File: config.mk
export PLATFORM = sky130hd
export DESIGN_NAME = reload_timer
export DESIGN_NICKNAME = d
export VERILOG_FILES = /design/src/logic/timer_pkg.sv /design/src/logic/reload_timer.sv
export SDC_FILE = /design/constraint.sdc
export NUM_CORES = 1
export LEC_CHECK = 0
export ABC_AREA = 1
export BUFFER_PORTS_ARGS = -buffer_cell sky130_fd_sc_hd__buf_2
export CAP_MARGIN = 10
export CORE_UTILIZATION = 60
export DETAILED_ROUTE_END_ITERATION = 10
export PLACE_DENSITY = 0.85
export SLEW_MARGIN = 5
export SYNTH_ARGS = -nofsm -noshare
export SYNTH_HDL_FRONTEND = slang
export SYNTH_SLANG_ARGS = --single-unit
File: constraint.sdc
create_clock -name ref_clk -period 3.2 [get_ports ref_clk]
set_input_delay 0.32 -clock ref_clk [delete_from_list [all_inputs] [get_ports ref_clk]]
set_output_delay 0.32 -clock ref_clk [all_outputs]
set_load 0.005 [all_outputs]
File: src/logic/timer_pkg.sv
// Constants, types and register map of the prescaled reload timer
package timer_pkg;

  // ----------------------------------------------------------------
  // Register map (byte addresses on the plain register port)
  // ----------------------------------------------------------------
  localparam logic [2:0] ADDR_CTRL   = 3'h0;
  localparam logic [2:0] ADDR_IOC    = 3'h1;
  localparam logic [2:0] ADDR_MODE   = 3'h2;
  localparam logic [2:0] ADDR_PRE    = 3'h3;
  localparam logic [2:0] ADDR_CNT    = 3'h4;
  localparam logic [2:0] ADDR_ROUTE  = 3'h5;

  // ----------------------------------------------------------------
  // Control and route register fields
  // ----------------------------------------------------------------
  localparam int CTRL_START_BIT  = 0;
  localparam int CTRL_STATUS_BIT = 1;
  localparam int CTRL_FSTOP_BIT  = 2;
  localparam int CTRL_EDGE_BIT   = 4;
  localparam int CTRL_UNDF_BIT   = 5;
  localparam int ROUTE_OSEL_BIT  = 0;

  // ----------------------------------------------------------------
  // Reset values and divider terminal counts
  // ----------------------------------------------------------------
  localparam logic [7:0] CNT_RESET  = 8'hFF;
  localparam logic [7:0] BYTE_ZERO  = 8'h00;
  localparam logic [4:0] DIV32_LAST = 5'h1F;
  localparam logic [2:0] DIV8_LAST  = 3'h7;

  typedef enum logic [2:0] {
    MODE_TIMER  = 3'h0,
    MODE_PULSE  = 3'h1,
    MODE_EVENT  = 3'h2,
    MODE_WIDTH  = 3'h3,
    MODE_PERIOD = 3'h4
  } op_mode_t;

  typedef enum logic [2:0] {
    SRC_DIV_ONE   = 3'h0,
    SRC_DIV_TWO   = 3'h1,
    SRC_DIV_EIGHT = 3'h2,
    SRC_ONCHIP    = 3'h3,
    SRC_SUB32     = 3'h4
  } clk_src_t;

  typedef enum logic [1:0] {
    FILT_OFF = 2'h0,
    FILT_F1  = 2'h1,
    FILT_F8  = 2'h2,
    FILT_F32 = 2'h3
  } filt_cfg_t;

  // One-bit steps idle -> latch -> reload, then both bits clear back to idle
  typedef enum logic [1:0] {
    PER_IDLE   = 2'b00,
    PER_LATCH  = 2'b01,
    PER_RELOAD = 2'b11
  } period_state_t;

  typedef struct packed {
    filt_cfg_t filter_cfg;
    logic      input_pin_select_bit;
    logic      inverted_out_enable_bit;
    logic      output_stop_bit;
    logic      edge_level_select_bit;
  } io_ctrl_t;

  typedef struct packed {
    clk_src_t clk_src;
    op_mode_t op_mode;
  } mode_cfg_t;

  typedef struct packed {
    logic [2:0] addr;
    logic [7:0] wdata;
    logic       wr;
    logic       rd;
  } reg_req_t;

endpackage

File: src/logic/reload_timer.sv
// Prescaled reload timer with pulse, event and measurement modes
`timescale 1ns/1ps
module reload_timer
  import timer_pkg::*;
(
  input  wire logic       ref_clk,
  input  wire logic       nrst,
  input  wire reg_req_t   bus_req,
  output logic [7:0]      rdata,
  input  wire logic       onchip_osc_clock,
  input  wire logic       subclock_tick,
  input  wire logic       pin_a_in,
  output logic            pin_a_out,
  output logic            pin_a_oe_n,
  input  wire logic       pin_b_in,
  output logic            pin_b_out,
  output logic            pin_b_oe_n,
  output logic            inv_a_out,
  output logic            inv_a_oe_n,
  output logic            inv_b_out,
  output logic            inv_b_oe_n,
  output logic            timer_irq
);

  // ----------------------------------------------------------------
  // Register state
  // ----------------------------------------------------------------
  logic          start_ff;
  logic          status_ff;
  logic          edge_found_ff;
  logic          underflow_ff;
  io_ctrl_t      ioc_ff;
  mode_cfg_t     mode_ff;
  logic          out_pin_select_ff;
  logic [7:0]    pre_cnt_ff;
  logic [7:0]    pre_rld_ff;
  logic          pre_pend_ff;
  logic [7:0]    tmr_cnt_ff;
  logic [7:0]    tmr_rld_ff;
  logic          tmr_pend_ff;
  logic [7:0]    buf_ff;
  logic          buf_held_ff;
  period_state_t per_state_ff;
  logic          out_lvl_ff;
  logic          irq_ff;
  logic [7:0]    rdata_ff;

  logic ctrl_wr;
  logic ioc_wr;
  logic mode_wr;
  logic pre_wr;
  logic cnt_wr;
  logic force_stop;
  logic stopped;

  assign ctrl_wr    = bus_req.wr && (bus_req.addr == ADDR_CTRL);
  assign ioc_wr     = bus_req.wr && (bus_req.addr == ADDR_IOC);
  assign mode_wr    = bus_req.wr && (bus_req.addr == ADDR_MODE);
  assign pre_wr     = bus_req.wr && (bus_req.addr == ADDR_PRE);
  assign cnt_wr     = bus_req.wr && (bus_req.addr == ADDR_CNT);
  assign force_stop = ctrl_wr && bus_req.wdata[CTRL_FSTOP_BIT];
  assign stopped    = !start_ff && !status_ff;

  // ----------------------------------------------------------------
  // Internal count sources
  // ----------------------------------------------------------------
  logic [4:0] div_cnt_ff;
  logic [4:0] sub_cnt_ff;
  logic       int_tick;
  logic       div8_tick;
  logic       div32_tick;

  always_ff @(posedge ref_clk) begin
    if (!nrst) begin
      div_cnt_ff <= 5'h00;
      sub_cnt_ff <= 5'h00;
    end else begin
      div_cnt_ff <= div_cnt_ff + 5'h01;
      if (subclock_tick) begin
        sub_cnt_ff <= sub_cnt_ff + 5'h01;
      end
    end
  end

  assign div8_tick  = (div_cnt_ff[2:0] == DIV8_LAST);
  assign div32_tick = (div_cnt_ff == DIV32_LAST);

  always_comb begin
    case (mode_ff.clk_src)
      SRC_DIV_ONE:   int_tick = 1'b1;
      SRC_DIV_TWO:   int_tick = div_cnt_ff[0];
      SRC_DIV_EIGHT: int_tick = div8_tick;
      SRC_ONCHIP:    int_tick = onchip_osc_clock;
      SRC_SUB32:     int_tick = subclock_tick && (sub_cnt_ff == DIV32_LAST);
      default:       int_tick = 1'b0;
    endcase
  end

  // ----------------------------------------------------------------
  // Input path: pin select, synchroniser, filter, edges
  // ----------------------------------------------------------------
  logic       sync1_ff;
  logic       sync2_ff;
  logic [1:0] samp_ff;
  logic       filt_ff;
  logic       filt_prev_ff;
  logic       samp_en;
  logic       rise;
  logic       fall;

  always_ff @(posedge ref_clk) begin
    if (!nrst) begin
      sync1_ff <= 1'b0;
      sync2_ff <= 1'b0;
    end else begin
      sync1_ff <= ioc_ff.input_pin_select_bit ? pin_b_in : pin_a_in;
      sync2_ff <= sync1_ff;
    end
  end

  always_comb begin
    case (ioc_ff.filter_cfg)
      FILT_F1:  samp_en = 1'b1;
      FILT_F8:  samp_en = div8_tick;
      FILT_F32: samp_en = div32_tick;
      default:  samp_en = 1'b0;
    endcase
  end

  // Three equal samples in a row are needed before the level moves
  always_ff @(posedge ref_clk) begin
    if (!nrst) begin
      samp_ff      <= 2'b00;
      filt_ff      <= 1'b0;
      filt_prev_ff <= 1'b0;
    end else begin
      filt_prev_ff <= filt_ff;
      if (ioc_ff.filter_cfg == FILT_OFF) begin
        filt_ff <= sync2_ff;
      end else if (samp_en) begin
        samp_ff <= {samp_ff[0], sync2_ff};
        if (samp_ff == {2{sync2_ff}}) begin
          filt_ff <= sync2_ff;
        end
      end
    end
  end

  assign rise = filt_ff && !filt_prev_ff;
  assign fall = !filt_ff && filt_prev_ff;

  // Edge select: 0 rising / high level, 1 falling / low level
  logic active_edge;
  logic level_match;
  logic width_end;
  assign active_edge = ioc_ff.edge_level_select_bit ? fall : rise;
  assign level_match = filt_ff ^ ioc_ff.edge_level_select_bit;
  assign width_end   = ioc_ff.edge_level_select_bit ? rise : fall;

  // ----------------------------------------------------------------
  // Count enable per mode
  // ----------------------------------------------------------------
  logic cnt_tick;
  logic count_en;

  always_comb begin
    case (mode_ff.op_mode)
      MODE_EVENT: cnt_tick = active_edge;
      MODE_WIDTH: cnt_tick = int_tick && level_match;
      default:    cnt_tick = int_tick;
    endcase
  end
  assign count_en = status_ff && cnt_tick;

  // ----------------------------------------------------------------
  // Start, status and flags
  // ----------------------------------------------------------------
  logic pre_unf;
  logic tmr_unf;
  logic per_reload;
  logic meas_end;
  logic per_mode;

  assign per_mode = (mode_ff.op_mode == MODE_PERIOD);
  assign meas_end = status_ff && (((mode_ff.op_mode == MODE_WIDTH) &&
                    width_end) || (per_mode && active_edge));

  always_ff @(posedge ref_clk) begin
    if (!nrst || force_stop) begin
      start_ff  <= 1'b0;
      status_ff <= 1'b0;
    end else begin
      if (ctrl_wr) begin
        start_ff <= bus_req.wdata[CTRL_START_BIT];
      end
      status_ff <= start_ff;
    end
  end

  // Hardware set wins over a clearing write in the same cycle
  always_ff @(posedge ref_clk) begin
    if (!nrst) begin
      edge_found_ff <= 1'b0;
      underflow_ff  <= 1'b0;
    end else begin
      if (per_reload || (meas_end && !per_mode)) begin
        edge_found_ff <= 1'b1;
      end else if (ctrl_wr && !bus_req.wdata[CTRL_EDGE_BIT]) begin
        edge_found_ff <= 1'b0;
      end
      if (tmr_unf) begin
        underflow_ff <= 1'b1;
      end else if (ctrl_wr && !bus_req.wdata[CTRL_UNDF_BIT]) begin
        underflow_ff <= 1'b0;
      end
    end
  end

  // ----------------------------------------------------------------
  // Configuration registers
  // ----------------------------------------------------------------
  always_ff @(posedge ref_clk) begin
    if (!nrst) begin
      ioc_ff            <= '0;
      mode_ff           <= '0;
      out_pin_select_ff <= 1'b0;
    end else begin
      if (ioc_wr) begin
        ioc_ff <= io_ctrl_t'(bus_req.wdata[5:0]);
      end
      if (mode_wr && stopped) begin
        mode_ff <= mode_cfg_t'(bus_req.wdata[5:0]);
      end
      if (bus_req.wr && (bus_req.addr == ADDR_ROUTE)) begin
        out_pin_select_ff <= bus_req.wdata[ROUTE_OSEL_BIT];
      end
    end
  end

  // ----------------------------------------------------------------
  // Prescaler
  // ----------------------------------------------------------------
  assign pre_unf = count_en && !pre_pend_ff && (pre_cnt_ff == BYTE_ZERO);

  always_ff @(posedge ref_clk) begin
    if (!nrst || force_stop) begin
      pre_cnt_ff  <= CNT_RESET;
      pre_rld_ff  <= CNT_RESET;
      pre_pend_ff <= 1'b0;
    end else if (pre_wr) begin
      pre_rld_ff <= bus_req.wdata;
      if (status_ff) begin
        pre_pend_ff <= 1'b1;
      end else begin
        pre_cnt_ff <= bus_req.wdata;
      end
    end else if (count_en) begin
      if (pre_pend_ff || (pre_cnt_ff == BYTE_ZERO)) begin
        pre_cnt_ff  <= pre_rld_ff;
        pre_pend_ff <= 1'b0;
      end else begin
        pre_cnt_ff <= pre_cnt_ff - 8'h01;
      end
    end
  end

  // ----------------------------------------------------------------
  // Timer stage
  // ----------------------------------------------------------------
  assign tmr_unf = pre_unf && !tmr_pend_ff && (tmr_cnt_ff == BYTE_ZERO);
  assign per_reload = per_mode && pre_unf &&
                      (per_state_ff == PER_RELOAD);

  always_ff @(posedge ref_clk) begin
    if (!nrst || force_stop) begin
      tmr_cnt_ff  <= CNT_RESET;
      tmr_rld_ff  <= CNT_RESET;
      tmr_pend_ff <= 1'b0;
    end else if (cnt_wr) begin
      tmr_rld_ff <= bus_req.wdata;
      if (status_ff) begin
        tmr_pend_ff <= 1'b1;
      end else begin
        tmr_cnt_ff <= bus_req.wdata;
      end
    end else if (pre_unf) begin
      if (tmr_pend_ff || per_reload || (tmr_cnt_ff == BYTE_ZERO)) begin
        tmr_cnt_ff  <= tmr_rld_ff;
        tmr_pend_ff <= 1'b0;
      end else begin
        tmr_cnt_ff <= tmr_cnt_ff - 8'h01;
      end
    end
  end

  // ----------------------------------------------------------------
  // Period measurement sequencer and read-out buffer
  // ----------------------------------------------------------------
  logic cnt_rd;
  assign cnt_rd = bus_req.rd && (bus_req.addr == ADDR_CNT);

  always_ff @(posedge ref_clk) begin
    if (!nrst || !status_ff || !per_mode) begin
      per_state_ff <= PER_IDLE;
    end else begin
      case (per_state_ff)
        PER_IDLE: begin
          if (active_edge) begin
            per_state_ff <= PER_LATCH;
          end
        end
        PER_LATCH: begin
          if (pre_unf) begin
            per_state_ff <= PER_RELOAD;
          end
        end
        PER_RELOAD: begin
          if (pre_unf) begin
            per_state_ff <= PER_IDLE;
          end
        end
        default: per_state_ff <= PER_IDLE;
      endcase
    end
  end

  // An unread result is kept; the next period is then dropped
  always_ff @(posedge ref_clk) begin
    if (!nrst) begin
      buf_ff      <= CNT_RESET;
      buf_held_ff <= 1'b0;
    end else begin
      if (per_mode && pre_unf && (per_state_ff == PER_LATCH) &&
          !buf_held_ff) begin
        buf_ff      <= tmr_cnt_ff;
        buf_held_ff <= 1'b1;
      end else if (cnt_rd) begin
        buf_held_ff <= 1'b0;
      end
    end
  end

  // ----------------------------------------------------------------
  // Interrupt request and output level
  // ----------------------------------------------------------------
  // Underflow requests in every mode, plain timer mode included
  always_ff @(posedge ref_clk) begin
    if (!nrst) begin
      irq_ff <= 1'b0;
    end else begin
      irq_ff <= tmr_unf || meas_end || per_reload;
    end
  end

  always_ff @(posedge ref_clk) begin
    if (!nrst) begin
      out_lvl_ff <= 1'b0;
    end else if (mode_wr) begin
      out_lvl_ff <= ioc_ff.edge_level_select_bit;
    end else if (tmr_unf && ((mode_ff.op_mode == MODE_PULSE) ||
                             (mode_ff.op_mode == MODE_EVENT))) begin
      out_lvl_ff <= !out_lvl_ff;
    end
  end

  // ----------------------------------------------------------------
  // Pin drivers (enables active low while driving)
  // ----------------------------------------------------------------
  logic shared_drv;
  logic inv_drv;
  assign shared_drv = (mode_ff.op_mode == MODE_PULSE) &&
                      !ioc_ff.output_stop_bit;
  assign inv_drv    = ioc_ff.inverted_out_enable_bit &&
                      ((mode_ff.op_mode == MODE_PULSE) ||
                       (mode_ff.op_mode == MODE_EVENT));

  assign pin_a_out  = out_lvl_ff;
  assign pin_b_out  = out_lvl_ff;
  assign pin_a_oe_n = !(shared_drv && !ioc_ff.input_pin_select_bit);
  assign pin_b_oe_n = !(shared_drv && ioc_ff.input_pin_select_bit);
  assign inv_a_out  = !out_lvl_ff;
  assign inv_b_out  = !out_lvl_ff;
  assign inv_a_oe_n = !(inv_drv && !out_pin_select_ff);
  assign inv_b_oe_n = !(inv_drv && out_pin_select_ff);
  assign timer_irq  = irq_ff;

  // ----------------------------------------------------------------
  // Read port
  // ----------------------------------------------------------------
  always_ff @(posedge ref_clk) begin
    if (!nrst) begin
      rdata_ff <= BYTE_ZERO;
    end else if (bus_req.rd) begin
      case (bus_req.addr)
        ADDR_CTRL:  rdata_ff <= {2'b00, underflow_ff, edge_found_ff,
                                 2'b00, status_ff, start_ff};
        ADDR_IOC:   rdata_ff <= {2'b00, ioc_ff};
        ADDR_MODE:  rdata_ff <= {2'b00, mode_ff};
        ADDR_PRE:   rdata_ff <= pre_cnt_ff;
        ADDR_CNT:   rdata_ff <= per_mode ? buf_ff : tmr_cnt_ff;
        ADDR_ROUTE: rdata_ff <= {7'h00, out_pin_select_ff};
        default:    rdata_ff <= BYTE_ZERO;
      endcase
    end else begin
      rdata_ff <= BYTE_ZERO;
    end
  end
  assign rdata = rdata_ff;
endmodule // reload_timer

Yosys cells after proc, flatten, opt, wreduce, memory -nomap -nowiden:

Index checks and enable logic that the tools add are counted.

* $add $sub $neg: 4
* equality and inequality tests: 29
* reduce and logical (&&, ||, !) cells: 90
* mux-type cells: 37
* bitwise logic cells: 2

Operators by type and width (number)
* two-way mux 8 bit: 8
* case mux 8 bit (6 select lines): 1
* logical AND 1 bit: 36
* two-way mux 1 bit: 21
* nonzero test 2 bit: 10
* zero test 1 bit: 19
* equality test 3 x 2 -> 1 bit (second input constant): 6
* zero test 8 bit: 2
* subtractor 8 x 1 -> 8 bit (second input constant): 2
* equality test 3 bit (second input constant): 5
* != test 2 bit (second input constant): 7
* logical OR 1 bit: 11
* adder 5 x 1 -> 5 bit (second input constant): 2
* equality test 5 bit (second input constant): 2
* AND reduction 2 bit: 5
* equality test 3 x 1 -> 1 bit (second input constant): 3
* AND reduction 3 bit: 3
* equality test 2 bit (second input constant): 3
* zero test 3 bit: 2
* two-way mux 2 bit: 3
* case mux 2 bit (3 select lines): 1
* case mux 1 bit (5 select lines): 1
* equality test 2 x 1 -> 1 bit (second input constant): 2
* zero test 2 bit: 2
* 5 further kinds: 5

* bits in registers: 88
* output and inout port bits: 17
* bits of input ports: 19
* logic and storage cells: 193

Depth between registers and ports, before layout:

* depth after elaboration: 15
* depth in mapped cells: 17

Worst setup path after synthesis:

No wires, ideal clock.

* path kind: register -> register
* from: reg sub_cnt_ff[0]
* to: reg buf_ff[7]
* cell stages (with the launch flop): 17
* slack: 1.338 ns
* period minus slack after synthesis: 1.862 ns
* arrival time: 1.720 ns
* path through: dfxtp_1 -> ha_1 -> inv_1 -> nor2_1 -> ha_1 -> nand2_1 -> nand2_1 -> nand2_1 -> nand2_1 -> nand3_2 -> nand2_4 -> nand3_4 -> nor2_4 -> nand2_4 -> buf_6 -> nand2_1 -> o211ai_2

* longest elaborated chain between the ends: 11

Ends and longest elaborated chain
* from (decl): line reload_timer.sv:68 `logic [4:0] sub_cnt_ff;`
* from (signal assigned): line reload_timer.sv:80 `sub_cnt_ff <= sub_cnt_ff + 5'h01;`
* equality test 5 bit (*): line reload_timer.sv:94 `SRC_SUB32: int_tick = subclock_tick && (sub_cnt_ff == DIV32_LAST);`
* logical AND 1 bit (*): line reload_timer.sv:94
* case mux 1 bit (5 select lines) (*): line reload_timer.sv:89 `case (mode_ff.clk_src)`
* logical AND 1 bit: line reload_timer.sv:169 `MODE_WIDTH: cnt_tick = int_tick && level_match;`
* case mux 1 bit (2 select lines) (*): line reload_timer.sv:167 `case (mode_ff.op_mode)`
* logical AND 1 bit (*): line reload_timer.sv:173 `assign count_en = status_ff && cnt_tick;`
* logical AND 1 bit (*) (2 in a row): line reload_timer.sv:243 `assign pre_unf = count_en && !pre_pend_ff && (pre_cnt_ff == BYTE_ZERO);`
* logical AND 1 bit (*) (3 in a row): line reload_timer.sv:333 `if (per_mode && pre_unf && (per_state_ff == PER_LATCH) &&`
* to (signal assigned): line reload_timer.sv:335 `buf_ff <= tmr_cnt_ff;`
* to (decl): line reload_timer.sv:41 `logic [7:0] buf_ff;`

Mark *: on every way between the ends. The rest lies on a longest branch, timed or not.
A chain may end at the register's enable or synchronous reset.

Final worst setup path:

* from: reg sub_cnt_ff[0]
* to: reg tmr_cnt_ff[7]

* longest elaborated chain between the ends: 15

Ends and longest elaborated chain
* equality test 5 bit (*): line reload_timer.sv:94
* logical AND 1 bit (*): line reload_timer.sv:94
* case mux 1 bit (5 select lines) (*): line reload_timer.sv:89
* logical AND 1 bit: line reload_timer.sv:169
* case mux 1 bit (2 select lines) (*): line reload_timer.sv:167
* logical AND 1 bit (*): line reload_timer.sv:173
* logical AND 1 bit (*) (2 in a row): line reload_timer.sv:243
* logical AND 1 bit (2 in a row): line reload_timer.sv:271 `assign per_reload = per_mode && pre_unf &&`
* logical OR 1 bit (2 in a row): line reload_timer.sv:287 `if (tmr_pend_ff || per_reload || (tmr_cnt_ff == BYTE_ZERO)) begin`
* two-way mux 8 bit: line reload_timer.sv:287
* two-way mux 8 bit: line reload_timer.sv:286 `end else if (pre_unf) begin`
* two-way mux 8 bit: line reload_timer.sv:279 `end else if (cnt_wr) begin`
* to (signal assigned): line reload_timer.sv:284 `tmr_cnt_ff <= bus_req.wdata;`
* to (signal assigned): line reload_timer.sv:288 `tmr_cnt_ff <= tmr_rld_ff;`
* to (signal assigned): line reload_timer.sv:291 `tmr_cnt_ff <= tmr_cnt_ff - 8'h01;`
* to (decl): line reload_timer.sv:38 `logic [7:0] tmr_cnt_ff;`

Mark *: on every way between the ends. The rest lies on a longest branch, timed or not. The select of a mux whose other input is x is not followed.

==> impl_metrics.toml <==
[critical_path]
worstPathRequired_ns = 3.45
cp.buffers_inverters = 1
startpoint_type = "flip-flop"
cpMostUsedCell = "nand2_1"
cp_data_arrival_time_ns = 2.38
crit_path_max_incr_delay_ns = 0.39
crit_family = "simple AND/OR/NAND/NOR gates"
slowest_stage = "dfxtp_1"
crit_chain = "ha_1 > inv_1 > nor2_1 > ha_1 > nand2_1 > nand2_1 > nand2_1 > nand2_1 > nand3_2 > nand2_4 > nand3_4 > nand2_1 > nand2_2 > nor2_1 > nand3_1 > nand2_1 > nand2_1"
critPathKind = "reg -> reg"
path_max_fanout = 10
end_kind = "flip-flop"

[sta]
final.setup.tns_ns = 0
finalHoldViolCount = 0
setup_viol = 0
slew_violations = 0
holdWs_ns = 0.167
max_freq_mhz = 470
slew_headroom_pct = 62.2
finClkSkew_ns = 0.00985
period_minus_slack_ns = 2.13
tightest_slew_ns = 0.565
fin_ws_ns = 1.07
rsz0062_at_grt = "no"
period_share_pct = 66.5

[synth]
synthesis.nets = 631
synth_top_family_by_area = "simple AND/OR/NAND/NOR gates"
yosysWarnings = 0
synth-xor-area-share_pct = 1.40
synth_top_area_share_pct = 40.1
synthFlopType = "dfxtp_1"
synth-simple-area-share_pct = 24.6
muxShareOfSynthArea_pct = 0
ys_types = 46
synth_top_cell_by_area = "dfxtp_1"
synthArstFlopShare_pct = 0
synthAdderAreaFrac_pct = 2.57
syn_area_um2 = 4390
synth_edf_count = 0
synth-compound-area-share_pct = 21.6
synthCells = 603
synth-seq-cells = 88
synth.avg_cell_area_um2 = 7.28
synth_seq_area_share_pct = 40.1
synth.area.top_cells = "dfxtp_1, nand2_1, o21ai_0"

[finish]
drive_gt1_share_pct = 13.8
antenna_cells = 0
multi_input_area_um2 = 2200
syn_to_final_growth_pct = 10.2
regArea_um2 = 1760
final_cell_mix = "nand2_1, dfxtp_1, inv_1"
fin_nets = 661
stdcell_area_um2 = 4830
fill_cells = 586
final_common_cell = "nand2_1"

[route]
drtIter0Drc = 419
via_per_inst = 5.60
wirelength_mm = 10.7
drc = 0
vias = 4109
dr.pass1.iters = 5
avgRoutedWirePerCell_um = 14.6
drtAntennaViolNets = 0

[power]
power_frac_clock_pct = 39.0
leakage_nw = 2.27
p_int_mw = 1.66
pwr-share-seq_pct = 51.9
comb_power_share_pct = 9.1
power.net_switching_mw = 0.566
powerDensity_nw_per_um2 = 461
peakVddDrop_mv = 0.259
total_power_mw = 2.23
swShare_pct = 25.4

[cts]
clock_latency_ns = 0.37
cts_tree = "yes"
clk_pin_slew_worst_paths_ns = 0.09
cts.sinks = 88
holdBufCountCts = 0
numCtsBuffers = 9
htreeDepth = 3
postCtsSetupRepairBufs = 0
cts_resized = 0
root_buffer = "clkbuf_8"
cts_buffer_depth = 2

[place]
place_area_um2 = 4600
place_hpwl_mm = 7.84
gp_congestion = 0.947
pre_cts_ws_ns = 1.06
numPortBuffers = 35

[floorplan]
coreArea_um2 = 6940
ioPinCount = 36
dieArea_um2 = 7660
die_h_um = 87.5
dieWidth_um = 87.5
start_util_pct = 63.2
row_count = 30

[grt]
first_global_vias = 3841
antenna_found_initial = 0
grt_start_max_net_pins = 24
grt_usage_pct = 29.6
grt-ovfl-total = 0
grt_pass1_wl_mm = 17.4

[outcome]
outcome = "completed"

[hold_path]
hold_path.class = "in -> reg"

[flow_run]
maxCapViolations = 0
## per-stage QoR
stage	utilization, %	instances
2_1_floorplan	-	603
3_3_place_gp	66.3	718
3_5_place_dp	66.3	718
4_1_cts	69.6	734
5_1_grt	69.6	734
6_report	69.6	734
## routing by layer
metal	track usage, %	vias to the layer above	part of all wire [%]
li1	-	2059	-
met1	36.6	1877	44
met2	49.2	142	47
met3	5.21	31	5.6
met4	15.9	0	3.1
met5	0	-	0
## registers in the layout (all words and copies together) (netlist names), 2 cells and up
| name | count |
|---|---|
| buf_ff | 8 |
| div_cnt_ff | 5 |
| ioc_ff | 6 |
| mode_ff | 6 |
| per_state_ff | 2 |
| pre_cnt_ff | 8 |
| pre_rld_ff | 8 |
| rdata | 8 |
| samp_ff | 2 |
| sub_cnt_ff | 5 |
| tmr_cnt_ff | 8 |
| tmr_rld_ff | 8 |
## kinds of logic (layout without fill, tap and decap cells)
logic type / count (synthesis) / count (layout)
flip-flops: 88 / 88
AND/OR/NAND/NOR: 236 / 236
AO/OA/AOI/OAI: 158 / 158
buffers and inverters: 105 / 140
adder cells (fa/ha/maj): 9 / 9
XOR/XNOR: 7 / 7
## worst register-to-register path, cell delays in order (launching register included)
cell     delay, ns
dfxtp_1       0.39
ha_1          0.18
inv_1         0.05
nor2_1        0.10
ha_1          0.14
nand2_1       0.05
nand2_1       0.05
nand2_1       0.05
nand2_1       0.08
nand3_2       0.10
nand2_4       0.11
nand3_4       0.12
nand2_1       0.12
nand2_2       0.16
nor2_1        0.13
nand3_1       0.08
nand2_1       0.06
nand2_1       0.04
## synth_stat cells (2+ instances only)
library cell  count
a211oi_1          3
a21oi_1          50
a221oi_1          2
a22oi_1           4
a31oi_1           2
a41oi_1           2
buf_2             9
buf_4             3
clkbuf_1          6
dfxtp_1          88
ha_1              9
inv_1            80
inv_2             6
nand2_1         122
nand2_2           2
nand2_4           2
nand3_1          44
nand4_1           5
nor2_1           41
nor2_2            5
nor2_4            3
nor3_1            4
o211ai_1         12
o211ai_2          7
o21a_1            2
o21ai_0          63
o22ai_1           3
xnor2_1           2
xor2_1            5
## power groups by stage
stage / clock (mW) / combinational, mW / sequential [mW]
2_1_floorplan: 0 / 0.139 / 1.17
3_3_place_gp: 0 / 0.193 / 1.18
3_5_place_dp: 0 / 0.199 / 1.18
4_1_cts: 0.883 / 0.200 / 1.15
5_1_grt: 0.930 / 0.225 / 1.16
6_report: 0.869 / 0.203 / 1.15
## path summary, 6_finish.rpt
path                                    start            end  slack [ns]  cells after the start
worst max-delay path            sub_cnt_ff[0]  tmr_cnt_ff[7]        1.07                     17
worst min-delay path                 pin_b_in       sync1_ff        0.17                      3
worst max register to register  sub_cnt_ff[0]  tmr_cnt_ff[7]        1.07                     17
worst min register to register       sync1_ff       sync2_ff        0.43                      2
## cell type report
cell class | instances | share of cell area [%]
multi-input combinational | 410 | 45.6
clock inverter | 6 | 1.89
clock buffer | 10 | 2.85
sequential | 88 | 36.4
inverter | 86 | 6.68
timing repair buffer | 38 | 4.09
tap | 96 | 2.49
(Power assumes the default switching activity.)
